===== src/core/uei_consts.vh =====
`ifndef UEI_CONSTS_VH
`define UEI_CONSTS_VH
// Notes on behaviour
// RULE1: Each of the five sources has a rising-edge enable bit (detach 0, supply 1, session valid 2, session end 3, id grounded 4) that resets to one.
// RULE2: Each source also has a falling-edge enable bit at the same position that resets to one.
// RULE3: The rising enable byte reads at 0Dh to 0Fh and is loaded at 0Dh, set at 0Eh and cleared at 0Fh.
// RULE4: The falling enable byte reads at 10h to 12h and is loaded at 10h, set at 11h and cleared at 12h.
// RULE5: Detach events count only while the transceiver is in host role.
// RULE6: Bits 7 to 5 of the enable, status and sticky bytes read as zero and ignore writes.
// RULE7: The status byte at 13h shows the live source levels at the enable bit positions.
// RULE8: Status bit 1 reads zero while both supply edge enables are set.
// RULE9: Status bit 3 reads zero while both session end edge enables are set.
// RULE10: Status bit 2 always shows the session valid level whatever its enables hold.
// RULE11: Status is zero just after reset and whenever the sampled sources are low, and a read returns the levels sampled at that read.
// RULE12: The sticky byte at 14h sets a bit when an enabled edge occurs on its source.
// RULE13: Reading the sticky byte returns it and then clears it, and it cannot be written.
// RULE14: The debug byte at 15h shows the two line level bits in bits 1 to 0, zero above, zero at reset.
// RULE15: A set address ORs the written bits in and a clear address clears the bits written as one.
// RULE16: An event is a change of a sampled source, in an enabled direction, seen against its previous sample.

// ============================================================
// Register addresses
`define UEI_ADDR_RISE       6'h0D
`define UEI_ADDR_RISE_SET   6'h0E
`define UEI_ADDR_RISE_CLR   6'h0F
`define UEI_ADDR_FALL       6'h10
`define UEI_ADDR_FALL_SET   6'h11
`define UEI_ADDR_FALL_CLR   6'h12
`define UEI_ADDR_STATUS     6'h13
`define UEI_ADDR_STICKY     6'h14
`define UEI_ADDR_DEBUG      6'h15

// ============================================================
// Field positions and widths
`define UEI_SRC_W           5
`define UEI_BIT_DETACH      0
`define UEI_BIT_SUPPLY      1
`define UEI_BIT_SESS_VALID  2
`define UEI_BIT_SESS_END    3
`define UEI_BIT_ID_GND      4
`define UEI_LINE_W          2

// ============================================================
// Reset values
`define UEI_MASK_RESET      5'h1F
`define UEI_STATUS_RESET    5'h00
`define UEI_STICKY_RESET    5'h00
`define UEI_DEBUG_RESET     2'h0

// ============================================================
// Command byte codes, top two bits
`define UEI_CMD_WRITE       2'h2
`define UEI_CMD_READ        2'h3

// ============================================================
// Write operation selectors
`define UEI_OP_LOAD         2'h0
`define UEI_OP_SET          2'h1
`define UEI_OP_CLEAR        2'h2

`endif


===== src/core/uei_regs.v =====
`timescale 1ns/1ps
`include "uei_consts.vh"
module uei_regs (
    input  wire       ref_clk,
    input  wire       rstn,
    input  wire       ulpi_clk,
    input  wire [7:0] ulpi_data_in,
    output reg  [7:0] ulpi_data_out,
    output reg        ulpi_data_oe,
    output reg        ulpi_dir,
    output reg        ulpi_nxt,
    input  wire       ulpi_stp,
    input  wire       host_role,
    input  wire       downstream_detach_flag,
    input  wire       supply_valid_flag,
    input  wire       session_valid_flag,
    input  wire       session_end_flag,
    input  wire       id_grounded_flag,
    input  wire [1:0] line_level
);

    // ============================================================
    // States of the register access sequence
    localparam [2:0] ST_IDLE   = 3'h0;
    localparam [2:0] ST_W_ACK  = 3'h1;
    localparam [2:0] ST_W_DATA = 3'h2;
    localparam [2:0] ST_W_STP  = 3'h3;
    localparam [2:0] ST_R_ACK  = 3'h4;
    localparam [2:0] ST_R_TURN = 3'h5;
    localparam [2:0] ST_R_DATA = 3'h6;

    // ============================================================
    // Synchronisers
    wire                  clk_s;
    wire                  stp_s;
    wire [7:0]            data_s;
    wire [`UEI_SRC_W-1:0] src_s;
    wire                  host_s;
    wire [`UEI_LINE_W-1:0] line_s;

    uei_sync #(
        .WIDTH (10)
    ) u_link_sync (
        .clk      (ref_clk),
        .rstn     (rstn),
        .async_in ({ulpi_clk, ulpi_stp, ulpi_data_in}),
        .sync_out ({clk_s, stp_s, data_s})
    );

    // Sources, role and line levels come from analog comparators
    uei_sync #(
        .WIDTH (`UEI_SRC_W + 1 + `UEI_LINE_W)
    ) u_src_sync (
        .clk      (ref_clk),
        .rstn     (rstn),
        .async_in ({id_grounded_flag, session_end_flag, session_valid_flag,
                    supply_valid_flag, downstream_detach_flag, host_role, line_level}),
        .sync_out ({src_s, host_s, line_s})
    );

    // ============================================================
    // Functions
    function in_range;
        input [5:0] addr;
        input [5:0] base;
        begin
            in_range = (addr >= base) && (addr <= base + 6'h02);
        end
    endfunction

    function [`UEI_SRC_W-1:0] mask_next;
        input [`UEI_SRC_W-1:0] old;
        input [`UEI_SRC_W-1:0] val;
        input [1:0]            op;
        begin
            case (op)
                `UEI_OP_LOAD:  mask_next = val;
                `UEI_OP_SET:   mask_next = old | val;
                `UEI_OP_CLEAR: mask_next = old & ~val;
                default:       mask_next = old;
            endcase
        end
    endfunction

    // ============================================================
    // Link edge detection
    reg        clk_prev;
    reg [7:0]  data_prev;
    wire       link_edge = clk_s & ~clk_prev;

    // ============================================================
    // Register state
    reg [`UEI_SRC_W-1:0] rise_mask;
    reg [`UEI_SRC_W-1:0] fall_mask;
    reg [`UEI_SRC_W-1:0] src_prev;
    reg [`UEI_SRC_W-1:0] sticky;
    reg [2:0]            state;
    reg [5:0]            cmd_addr;
    reg [7:0]            wr_data;

    // ============================================================
    // Event detection
    wire [`UEI_SRC_W-1:0] rise_ev = src_s & ~src_prev & rise_mask;    // see RULE1 see RULE16
    wire [`UEI_SRC_W-1:0] fall_ev = ~src_s & src_prev & fall_mask;    // see RULE2 see RULE16
    wire [`UEI_SRC_W-1:0] ev_raw  = rise_ev | fall_ev;
    wire [`UEI_SRC_W-1:0] events;

    assign events = {ev_raw[`UEI_SRC_W-1:1], ev_raw[`UEI_BIT_DETACH] & host_s};  // see RULE5

    // ============================================================
    // Read view
    reg [`UEI_SRC_W-1:0] status_view;
    reg [7:0]            rd_byte;

    always @* begin
        status_view = src_s;    // see RULE7 see RULE10 see RULE11
        if (rise_mask[`UEI_BIT_SUPPLY] && fall_mask[`UEI_BIT_SUPPLY]) begin
            status_view[`UEI_BIT_SUPPLY] = 1'b0;    // see RULE8
        end
        if (rise_mask[`UEI_BIT_SESS_END] && fall_mask[`UEI_BIT_SESS_END]) begin
            status_view[`UEI_BIT_SESS_END] = 1'b0;  // see RULE9
        end
    end

    always @* begin
        rd_byte = 8'h00;    // see RULE6
        if (in_range(cmd_addr, `UEI_ADDR_RISE)) begin
            rd_byte = {3'h0, rise_mask};    // see RULE3
        end else if (in_range(cmd_addr, `UEI_ADDR_FALL)) begin
            rd_byte = {3'h0, fall_mask};    // see RULE4
        end else if (cmd_addr == `UEI_ADDR_STATUS) begin
            rd_byte = {3'h0, status_view};
        end else if (cmd_addr == `UEI_ADDR_STICKY) begin
            rd_byte = {3'h0, sticky};
        end else if (cmd_addr == `UEI_ADDR_DEBUG) begin
            rd_byte = {6'h00, line_s};      // see RULE14
        end
    end

    // ============================================================
    // Write and read-clear strobes
    wire wr_commit  = link_edge && (state == ST_W_STP) && stp_s;
    wire rd_sticky  = link_edge && (state == ST_R_TURN) && (cmd_addr == `UEI_ADDR_STICKY);
    // Offset from the base selects load, set or clear
    wire [5:0] rise_off = cmd_addr - `UEI_ADDR_RISE;
    wire [5:0] fall_off = cmd_addr - `UEI_ADDR_FALL;
    wire [1:0] rise_op  = rise_off[1:0];
    wire [1:0] fall_op  = fall_off[1:0];

    // Masks
    always @(posedge ref_clk or negedge rstn) begin
        if (!rstn) begin
            rise_mask <= `UEI_MASK_RESET;   // see RULE1
            fall_mask <= `UEI_MASK_RESET;   // see RULE2
        end else if (wr_commit) begin
            if (in_range(cmd_addr, `UEI_ADDR_RISE)) begin
                rise_mask <= mask_next(rise_mask, wr_data[`UEI_SRC_W-1:0], rise_op); // see RULE3 see RULE15
            end
            if (in_range(cmd_addr, `UEI_ADDR_FALL)) begin
                fall_mask <= mask_next(fall_mask, wr_data[`UEI_SRC_W-1:0], fall_op); // see RULE4 see RULE15
            end
        end
    end

    // Sticky flags; a new event wins over a clearing read in the same cycle
    always @(posedge ref_clk or negedge rstn) begin
        if (!rstn) begin
            src_prev <= `UEI_STATUS_RESET;
            sticky   <= `UEI_STICKY_RESET;
        end else begin
            src_prev <= src_s;
            sticky   <= (sticky & ~{`UEI_SRC_W{rd_sticky}}) | events;    // see RULE12 see RULE13
        end
    end

    // ============================================================
    // Register access sequence, stepped on each sampled link clock rise
    always @(posedge ref_clk or negedge rstn) begin
        if (!rstn) begin
            clk_prev      <= 1'b0;
            data_prev     <= 8'h00;
            state         <= ST_IDLE;
            cmd_addr      <= 6'h00;
            wr_data       <= 8'h00;
            ulpi_data_out <= 8'h00;
            ulpi_data_oe  <= 1'b0;
            ulpi_dir      <= 1'b0;
            ulpi_nxt      <= 1'b0;
        end else begin
            clk_prev  <= clk_s;
            // Data seen one sample before the edge, clear of the link's hold window
            data_prev <= data_s;
            if (link_edge) begin
                case (state)
                    ST_IDLE: begin
                        if (data_prev[7:6] == `UEI_CMD_WRITE) begin
                            cmd_addr <= data_prev[5:0];
                            ulpi_nxt <= 1'b1;
                            state    <= ST_W_ACK;
                        end else if (data_prev[7:6] == `UEI_CMD_READ) begin
                            cmd_addr <= data_prev[5:0];
                            ulpi_nxt <= 1'b1;
                            state    <= ST_R_ACK;
                        end
                    end
                    ST_W_ACK: begin
                        state <= ST_W_DATA;
                    end
                    ST_W_DATA: begin
                        wr_data  <= data_prev;
                        ulpi_nxt <= 1'b0;
                        state    <= ST_W_STP;
                    end
                    ST_W_STP: begin
                        // Without a stop the write is dropped; the sequence never hangs
                        state <= ST_IDLE;
                    end
                    ST_R_ACK: begin
                        ulpi_nxt <= 1'b0;
                        ulpi_dir <= 1'b1;
                        state    <= ST_R_TURN;
                    end
                    ST_R_TURN: begin
                        ulpi_data_out <= rd_byte;   // see RULE11 see RULE13
                        ulpi_data_oe  <= 1'b1;
                        state         <= ST_R_DATA;
                    end
                    ST_R_DATA: begin
                        ulpi_data_out <= 8'h00;
                        ulpi_data_oe  <= 1'b0;
                        ulpi_dir      <= 1'b0;
                        state         <= ST_IDLE;
                    end
                    default: begin
                        ulpi_nxt <= 1'b0;
                        state    <= ST_IDLE;
                    end
                endcase
            end
        end
    end

endmodule


===== src/core/uei_sync.v =====
`timescale 1ns/1ps
module uei_sync #(
    parameter WIDTH = 1
) (
    input  wire             clk,
    input  wire             rstn,
    input  wire [WIDTH-1:0] async_in,
    output reg  [WIDTH-1:0] sync_out
);
    reg [WIDTH-1:0] stage1;

    always @(posedge clk or negedge rstn) begin
        if (!rstn) begin
            stage1   <= {WIDTH{1'b0}};
            sync_out <= {WIDTH{1'b0}};
        end else begin
            stage1   <= async_in;
            sync_out <= stage1;
        end
    end
endmodule


===== config.mk =====
export PLATFORM = sky130hd
export DESIGN_NAME = uei_regs
export DESIGN_NICKNAME = d
export VERILOG_FILES = /design/src/core/uei_regs.v /design/src/core/uei_sync.v
export VERILOG_INCLUDE_DIRS = /design/src /design/src/core
export SDC_FILE = /design/constraint.sdc
export NUM_CORES = 1
export LEC_CHECK = 0
export BUFFER_PORTS_ARGS = -buffer_cell sky130_fd_sc_hd__buf_2
export CELL_PAD_IN_SITES_DETAIL_PLACEMENT = 2
export CELL_PAD_IN_SITES_GLOBAL_PLACEMENT = 2
export CORE_MARGIN = 2
export CORE_UTILIZATION = 36
export DETAILED_ROUTE_END_ITERATION = 10
export GPL_ROUTABILITY_DRIVEN = 1
export PLACE_DENSITY_LB_ADDON = 0.1
export REMOVE_ABC_BUFFERS = 1
export SETUP_SLACK_MARGIN = 0.1
export SLEW_MARGIN = 25
export SYNTH_ARGS = -nofsm -noshare
export SYNTH_HDL_FRONTEND = slang
export SYNTH_SLANG_ARGS = --single-unit

===== constraint.sdc =====
create_clock -name ref_clk -period 1.8 [get_ports ref_clk]
set_input_delay 0.54 -clock ref_clk [delete_from_list [all_inputs] [get_ports ref_clk]]
set_output_delay 0.54 -clock ref_clk [all_outputs]
set_load 0.05 [all_outputs]

Yosys cells after proc, flatten, opt, wreduce, memory -nomap -nowiden. Cells that the tools add are included.

Add/subtract/negate cells: 2. $lt $le $gt $ge: 4. Equality and inequality tests: 16. Muxes and demuxes: 20. Bitwise operators: 19. Reduce and logical (&&, ||, !) cells: 25.

Operator list (number): 5-bit AND (7); 5-bit case mux with 3 select lines (2); 5-bit 2-to-1 mux (4); 5-bit inverter (4); 5-bit OR (4); 6-bit by 5-bit equality test with 1-bit output (second input constant) (3); 8-bit case mux with 2 select lines (1); 3-bit case mux with 5 select lines (1); 6-bit 2-to-1 mux (2); 3-bit AND reduction (4); 3-bit equality test (second input constant) (3); 2-bit equality test (second input constant) (4); 1-bit logical AND (8); 2-bit AND reduction (4); 3-bit by 2-bit equality test with 1-bit output (second input constant) (2); 6-bit by 4-bit greater-or-equal comparator with 1-bit output (second input constant) (1); 6-bit by 5-bit greater-or-equal comparator with 1-bit output (second input constant) (1); 6-bit by 4-bit <= comparator with 1-bit output (second input constant) (1); 6-bit by 5-bit <= comparator with 1-bit output (second input constant) (1); 3-bit 2-to-1 mux (2); 1-bit case mux with 2 select lines (3); 2-bit nonzero test (3); 3-bit nonzero test (2); 2-bit by 1-bit equality test with 1-bit output (second input constant) (2); other kinds (10) (17).

Register bits: 90. Input port bits: 20. Output and inout bits: 11. Word-level logic and storage cells: 103.

Depth between registers and ports, before layout. Gate-level depths: netlist of the first run.

Word-level depth: 7. Gate-level depth with buffers: 6. Depth with buffers taken out: 6.

By module. From an unflattened synthesis of the first run, not the netlist that was laid out.

Cells, all modules: 261. Area total of the unflattened synthesis: 3419.5 µm².

By module, submodules not included: uei_regs (times used 1, cells each 225, area an instance 2518.7 µm²); uei_sync at u_link_sync (times used 1, cells each 20, area an instance 500.5 µm²); uei_sync at u_src_sync (times used 1, cells each 16, area an instance 400.4 µm²).

Least setup slack after synthesis of the first run. Ideal clock, no wire load.

Kind: reg-to-reg. Start: reg cmd_addr[0]. End: reg rise_mask[4]. Arrival time: 1.642 ns. Required time: 1.718 ns. Setup slack: 0.076 ns. Cell stages (with the launch flop): 7. Buffers on the path: 0. Clock period less this slack: 1.724 ns. Cell sequence: dfrtp_1 -> inv_1 -> ha_1 -> nand4bb_1 -> nor4_2 -> nor3b_1 -> nor3_1.

Longest elaborated chain between the ends: 4. Elaborated cells on any way between the ends: 10. Those cells by class: add/sub: 1; order compare: 2; eq/ne: 2; mux: 1; reduce/logical: 4.

RTL lines: start: declaration (line uei_regs.v:98) `reg [5:0] cmd_addr;`; start signal: assignment (line uei_regs.v:197) `cmd_addr <= data_prev[5:0];`; start signal: assignment (line uei_regs.v:201) `cmd_addr <= data_prev[5:0];`; 2-bit by 1-bit subtractor with 2-bit output (no line); 2-bit equality test (tied with other cells) (line uei_regs.v:76) `case (op)`; 3-bit nonzero test (no line); 3-bit AND reduction (no line); end signal: assignment (line uei_regs.v:153) `` rise_mask <= `UEI_MASK_RESET; ``; end signal: assignment (line uei_regs.v:157) `` rise_mask <= mask_next(rise_mask, wr_data[`UEI_SRC_W-1:0], rise_op); ``; end: declaration (line uei_regs.v:93) `` reg [`UEI_SRC_W-1:0] rise_mask; ``.

Parallel ways exist; a longest one is shown, timed or not. A chain may end at the register's enable or synchronous reset.

Worst setup path in the final report of the first run.
Start: reg cmd_addr[5]. End: reg fall_mask[0].

Longest elaborated chain between the ends: 3. Elaborated cells on any way between the ends: 4. Those cells by class: order compare: 2; reduce/logical: 2.

RTL lines: 6-bit by 5-bit greater-or-equal comparator with 1-bit output or 6-bit by 5-bit <= comparator with 1-bit output (tied branches) (line uei_regs.v:67) `in_range = (addr >= base) && (addr <= base + 6'h02);`; 1-bit logical AND * (line uei_regs.v:67); 3-bit AND reduction (no line) *; end signal: assignment (line uei_regs.v:154) `` fall_mask <= `UEI_MASK_RESET; ``; end signal: assignment (line uei_regs.v:160) `` fall_mask <= mask_next(fall_mask, wr_data[`UEI_SRC_W-1:0], fall_op); ``; end: declaration (line uei_regs.v:94) `` reg [`UEI_SRC_W-1:0] fall_mask; ``.

Mark *: on every way between the ends. The rest lies on a longest branch, timed or not.

==> flow_summary.ini, run 1 <==
[floorplanning]
die_h_um = 101
die_w_um = 101
rows = 35
io_pins = 31
coreArea_mm2 = 0.00924
die-area_mm2 = 0.0103
initial_core_util_pct = 37.0

[power_and_ir_drop]
p_int_mw = 3.80
power.leakage_nw = 1.83
finalPower_mw = 6.18
clockPowerShare_pct = 21.8
p_sw_share_pct = 38.5
power_density_mw_per_mm2 = 1480
vdd_drop_max_v = 0.000703
p_switching_mw = 2.38
p_comb_share_pct = 36.9
seq_power_share_pct = 41.4

[synth]
ys_seq_area_share_pct = 64.1
yosys-top-cells-area = dfrtp_1 (56%), dfstp_2 (7.7%), nand2_1 (2.9%)
synth_top_area_share_pct = 56.4
postSynthCellCount = 265
ys_seq_elements = 87
synth_warnings = 0
synth_cell_types = 51
synth-edff-count = 0
async_reset_ff_share_pct = 100
synth.avg_cell_area_um2 = 12.9
synth.cell_area_mm2 = 0.00342
synth_flop_cell = dfrtp_1
synth_top_cell_by_area = dfrtp_1

[grt]
antenna_found_initial = 0
grt_pass1_vias = 2393
grt_usage_pct = 17.0
grt_pass1_wl_um = 13100
grt_max_degree = 88
grt.overflow.total = 0

[detailed_routing]
drc = 0
final_antenna_net_count = 0
via_per_inst = 4.97
initialDrtViolationCount = 71
firstDrtPassIters = 4
wirelength_um = 8040
vias = 2267
routedWlPerCell_um = 17.6

[final_layout]
drive_gt1_share_pct = 35.8
area_delta_synth_final_pct = 21.9
nNetsFinal = 348
layout_commonest_cell = dfrtp_1
final_cell_mix = dfrtp_1 (77), nand2_1 (26), buf_2 (26), buf_4 (26), a21oi_1 (17)
antenna_cells = 0
fin_area_mm2 = 0.00417

[critical_path]
worstPathCellList = or3b_4 -> nor4b_4 -> a31oi_1 -> a21oi_1
crit_required_ps = 2090
critPathKind = flop to flop
slowest_stage = or3b_4
startpoint_type = flop
path_max_fanout = 5
endpoint_kind = flop
cp.arrival_ps = 1970
max_stage_delay_ps = 460

[clock_network]
numCtsBuffers = 9
clk_latency_ps = 360
cts_max_path_buffers = 2
cts_tree = built
clkTransAtPathRegs_ps = 90
cts-root-buf = clkbuf_8
cts.sinks = 87
cts_htree_levels = 3

[placement]
placed_area_mm2 = 0.00385
place_congestion = 0.785
hpwl_um = 5590
io_buffers = 27

[timing]
skew_ps = 8.53
grt_setup_unrepaired = yes
min_period_over_period_pct = 93.5
period_needed_ps = 1680
hold_violations = 0
maxSlewViolCount = 0
setup_violations = 0
slew_headroom_pct = 66.1
fmax_mhz = 594
worst_pin_slew_ps = 508

[run]
drv_cap = 0

[status]
status = complete, no violations

[worst_hold_path]
hold_path.class = input port to async pin
-- cells in the mapped netlist (2+ instances only) --
cell type  number
a31oi_1         8
buf_2           4
a21oi_1        17
mux2_2          7
nand3b_1        7
nor3_1          3
a221oi_1        2
a211oi_1        2
buf_4           3
dfrtp_1        77
nor2_1          7
nor4_2          2
ha_1            6
nor3b_1         2
nand2_1        26
dfstp_2        10
o31ai_1         5
xnor2_1         5
o22ai_1         8
mux2_4          5
nand3_1         6
o221ai_1        4
inv_1          10
nor2b_1         6
o21ai_0         6
nand4bb_1       2
-- cell families (layout without fill, tap and decap cells) --
kind of cell | after synthesis | count (layout) | synth area share, %
flip-flops | 87 | 87 | 64.1
AND/OR/NAND/NOR | 73 | 73 | 13.2
AO/OA/AOI/OAI | 59 | 59 | 11.4
buffers and inverters | 21 | 81 | 3.00
multiplexers | 12 | 12 | 4.50
adder cells (fa/ha/maj) | 6 | 6 | 2.20
XOR/XNOR | 6 | 6 | 1.54
other | 1 | 3 | 0.110
-- worst paths after layout --
kind	slack, ps	end	start	cells after the start
setup reg to reg	120	fall_mask[0]$_DFFE_PN1P_	cmd_addr[5]$_DFFE_PN0P_	4
setup / recovery	120	fall_mask[0]$_DFFE_PN1P_	cmd_addr[5]$_DFFE_PN0P_	4
min in group ref_clk	280	u_link_sync.stage1[7]$_DFF_PN0_	ulpi_data_in[7]	1
max in group asynchronous	1200	rise_mask[1]$_DFFE_PN1P_	rstn	2
hold / removal	170	ulpi_data_oe$_DFFE_PN0P_	rstn	2
hold reg to reg	350	data_prev[0]$_DFF_PN0_	u_link_sync.sync_out[0]$_DFF_PN0_	0
-- through the flow --
| step | setup WS, ps | TNS [ps] | instances | util [%] | hold WS, ps |
|---|---|---|---|---|---|
| finish | 117 | 0 | 456 | 45.1 | 169 |
| global route | -7.64 | -7.64 | 456 | 45.1 | 227 |
| CTS | 108 | 0 | 454 | 44.0 | 219 |
| detailed placement | 26.6 | 0 | 436 | 41.6 | 336 |
| global placement | 47.9 | 0 | 436 | 41.6 | 331 |
| floorplan | 73.5 | 0 | 257 | - | 244 |
-- power by group through the flow --
stage	combinational, mW	clock (mW)	sequential (mW)
floorplan	1.05	0	2.82
global placement	2.04	0	2.57
detailed placement	2.09	0	2.59
CTS	2.15	1.41	2.55
global route	2.48	1.49	2.61
finish	2.28	1.35	2.56
-- layout make-up --
type,count,area [um2]
Inverter,11,41.3
Clock buffer,10,138
Multi-Input combinational cell,159,1220
Clock inverter,6,62.6
Sequential cell,87,2190
Tap cell,129,161
Timing Repair Buffer,54,357
Fill cell,938,5070
-- metal layers --
| metal | GRT usage, % | wire [um] |
|---|---|---|
| met1 | 23.4 | 3810 |
| met2 | 26.8 | 3930 |
| met3 | 4.21 | 209 |
| met4 | 5.20 | 81 |
| met5 | 0 | 0 |
-- registers in the layout (all words and copies together) (netlist names), 3 cells and up --
| name | count |
|---|---|
| wr_data | 5 |
| data_prev | 8 |
| u_src_sync.sync_out | 8 |
| state | 3 |
| fall_mask | 5 |
| u_link_sync.stage1 | 10 |
| src_prev | 5 |
| sticky | 5 |
| u_link_sync.sync_out | 10 |
| cmd_addr | 6 |
| rise_mask | 5 |
| u_src_sync.stage1 | 8 |
| ulpi_data_out | 5 |
-- worst max-delay path: cells and delay by family, from the launching register on --
| family | cells | cell delay (ps) |
|---|---|---|
| AOI/OAI and AO/OA | 2 | 310 |
| DFF | 1 | 430 |
| and+or+nand+nor | 2 | 880 |
-- what timing repair did --
item | in CTS | in global routing
endpoints found under the setup margin | 12 | 21
buffers inserted | 2 | 2
gates resized for setup | 2 | 17
pin swaps | 3 | 6
hold buffers | 0 | 0
Power figures use the tool's default switching activity.
==> run 2, diff against run 1 <==
--- a/config.mk
+++ b/config.mk
@@ -10,7 +10,7 @@
 export CELL_PAD_IN_SITES_DETAIL_PLACEMENT = 2
 export CELL_PAD_IN_SITES_GLOBAL_PLACEMENT = 2
 export CORE_MARGIN = 2
-export CORE_UTILIZATION = 36
+export CORE_UTILIZATION = 37
 export DETAILED_ROUTE_END_ITERATION = 10
 export GPL_ROUTABILITY_DRIVEN = 1
 export PLACE_DENSITY_LB_ADDON = 0.1
@@ -19,4 +19,5 @@
 export SLEW_MARGIN = 25
 export SYNTH_ARGS = -nofsm -noshare
 export SYNTH_HDL_FRONTEND = slang
+export SYNTH_HIERARCHICAL = 1
 export SYNTH_SLANG_ARGS = --single-unit
==> run 2 against run 1 <==
Against the previous run: synthesized cell count down 1.5%; critical path type unchanged; utilization is 0.49 points lower; via count decreased by 1.4%; power down 1.4%; area after synthesis about the same; register-to-register slack better by 20 ps; count of clock-buffer cells in the layout shrank 1; worst setup slack improved by 23 ps; hold slack got worse by 130 ps; wire length shrank 0.17%.
==> flow_summary.ini, run 2 <==
[final_layout]
area_delta_synth_final_pct = 18.8
final_util_pct = 44.6
final_cell_mix = dfrtp_1 (75), buf_2 (26), buf_4 (20)
drive_gt1_share_pct = 35.8
antenna_cells = 0
register_area_mm2 = 0.00219
fillCellCount = 965
layout_commonest_cell = dfrtp_1
reg.largest.list = u_link_sync/stage1 x10, u_link_sync/sync_out x10
multi_input_area_mm2 = 0.00120
nNetsFinal = 337

[synth]
synth_cell_types = 49
synth.cell_area_mm2 = 0.00342
synth_top_area_share_pct = 56.3
synth_common_cells = dfrtp_1 (77), nand2_1 (18), o21ai_0 (14)
ys_seq_area_share_pct = 64.0
synth_top_cell_by_area = dfrtp_1
synth.avg_cell_area_um2 = 13.1
yosys-top-cells-area = dfrtp_1 (56%), dfstp_2 (7.7%), mux2_2 (4.0%)
ys_seq_elements = 87
postSynthCellCount = 261
yosysMostFrequentCell = dfrtp_1
synth_warnings = 6
synth_flop_cell = dfrtp_1
async_reset_ff_share_pct = 100
synth-edff-count = 0

[critical_path]
rr_startpoint = cmd_addr[0]$_DFFE_PN0P_
path_max_fanout = 6
worstPathCellList = buf_4 -> ha_4 -> nand2b_1 -> and2_1 -> a32oi_1 -> o21ai_0
crit_required_ps = 2040
max_stage_delay_ps = 460
cp.arrival_ps = 1900
startpoint_type = flop
critPathKind = flop to flop
endpoint_kind = flop
slowest_stage = dfrtp_2
critPathBufInv = 1
startpoint = cmd_addr[0]$_DFFE_PN0P_
cpLargestDelayFamily = flip-flops

[timing]
skew_ps = 11.4
period_needed_ps = 1660
finalSetupTns_ps = 0
fmax_mhz = 603
fin_ws_ps = 140
grt_setup_unrepaired = no
setup_violations = 0
maxSlewViolCount = 0
hold_violations = 0
min_period_over_period_pct = 92.2

[grt]
grt_usage_pct = 17.2
grt_max_degree = 35
grt.overflow.total = 0
antenna_found_initial = 0
grt_pass1_wl_um = 12900
grt_pass1_vias = 2339

[clock_network]
cts_max_path_buffers = 2
cts_tree = built
clk_latency_ps = 370
numCtsBuffers = 9
cts.sinks = 87
cts_htree_levels = 3
cts-root-buf = clkbuf_8
clkTransAtPathRegs_ps = 100

[floorplanning]
initial_core_util_pct = 37.5
die-area_mm2 = 0.0100
die_h_um = 100
io_pins = 31
rows = 35
die_w_um = 100
coreArea_mm2 = 0.00911

[detailed_routing]
firstDrtPassIters = 4
via_per_inst = 5.24
routedWlPerCell_um = 18.8
vias = 2236
initialDrtViolationCount = 57
final_antenna_net_count = 0
wirelength_um = 8020
drc = 0

[status]
status = complete, no violations

[worst_hold_path]
hold_path.class = input port to async pin

[placement]
io_buffers = 27
place_congestion = 0.857
hpwl_um = 5670
preCtsSetupSlack_ps = 57.4

[run]
drv_cap = 0

[power_and_ir_drop]
vdd_drop_max_v = 0.000701
power.leakage_nw = 1.78
power_density_mw_per_mm2 = 1500
[run 2: what timing repair did]
| item | CTS | global route |
|---|---|---|
| endpoints found under the setup margin | 6 | 15 |
| gates resized for setup | 4 | 13 |
| setup buffers | 2 | 3 |
| endpoints found under the hold margin | 0 | 0 |
| pin swaps | 0 | 2 |
| hold buffers | 0 | 0 |
[run 2: worst register-to-register path: cells and delay by family (launching register included)]
kind | cells | cell delay (ps)
DFF | 1 | 460
and+or+nand+nor | 2 | 420
buffers and inverters | 1 | 160
adders and majority gates | 1 | 170
AOI/OAI and AO/OA | 2 | 320
[run 2: layer usage]
| layer | share of wire [%] | vias to the layer above | track usage (%) | routed length, um |
|---|---|---|---|---|
| li1 | - | 1025 | - | - |
| met2 | 47 | 31 | 27.0 | 3800 |
| met4 | 1.3 | 0 | 5.37 | 107 |
| met1 | 48 | 1170 | 23.5 | 3860 |
| met5 | 0 | - | 0 | 0 |
| met3 | 3.1 | 10 | 4.67 | 249 |
[run 2: per-stage QoR]
stage          hold slack [ps]  cell area (um2)  std cells  power (mW)
6_report                  42.8             4060        427        6.10
5_1_grt                   39.5             4060        427        6.46
4_1_cts                   36.4             3980        424        6.00
3_5_place_dp               336             3770        406        4.56
3_3_place_gp               332             3770        406        4.50
2_1_floorplan              244             3340        252        3.84
[run 2: layout make-up]
class                   instances  area share [%]
clock buffers                   9            3.05
inverters                       4           0.370
flip-flops and latches         87            54.0
multi-input cells             161            29.6
well taps                     111            3.42
repair buffers                 48            7.88
clock inverters                 7            1.69
[run 2: kinds of logic after synthesis]
logic type | synth area share (%)
buf+inv | 2.85
other cells | 0.110
fa+ha+maj | 2.20
mux | 3.95
simple gates | 12.3
flops | 64.0
compound gates | 13.3
xor+xnor | 1.28
[run 2: report_power, final]
part | total [mW] | internal [mW] | leakage (nW) | switching, mW
registers | 2.64 | 2.27 | 1.03 | 0.374
clock network | 1.33 | 0.545 | 0.100 | 0.789
logic | 2.12 | 0.905 | 0.655 | 1.22
[run 2: worst paths after layout]
check	to	slack (ps)	depth (start not counted)
max reg2reg	ulpi_data_out[1]$_DFFE_PN0P_	140	6
max	ulpi_data_out[1]$_DFFE_PN0P_	140	6
min	u_link_sync/sync_out[6]$_DFF_PN0_	40	1
min reg2reg	data_prev[7]$_DFF_PN0_	350	0
max in group asynchronous	fall_mask[0]$_DFFE_PN1P_	1220	2
min in group ref_clk	u_src_sync/stage1[3]$_DFF_PN0_	270	1
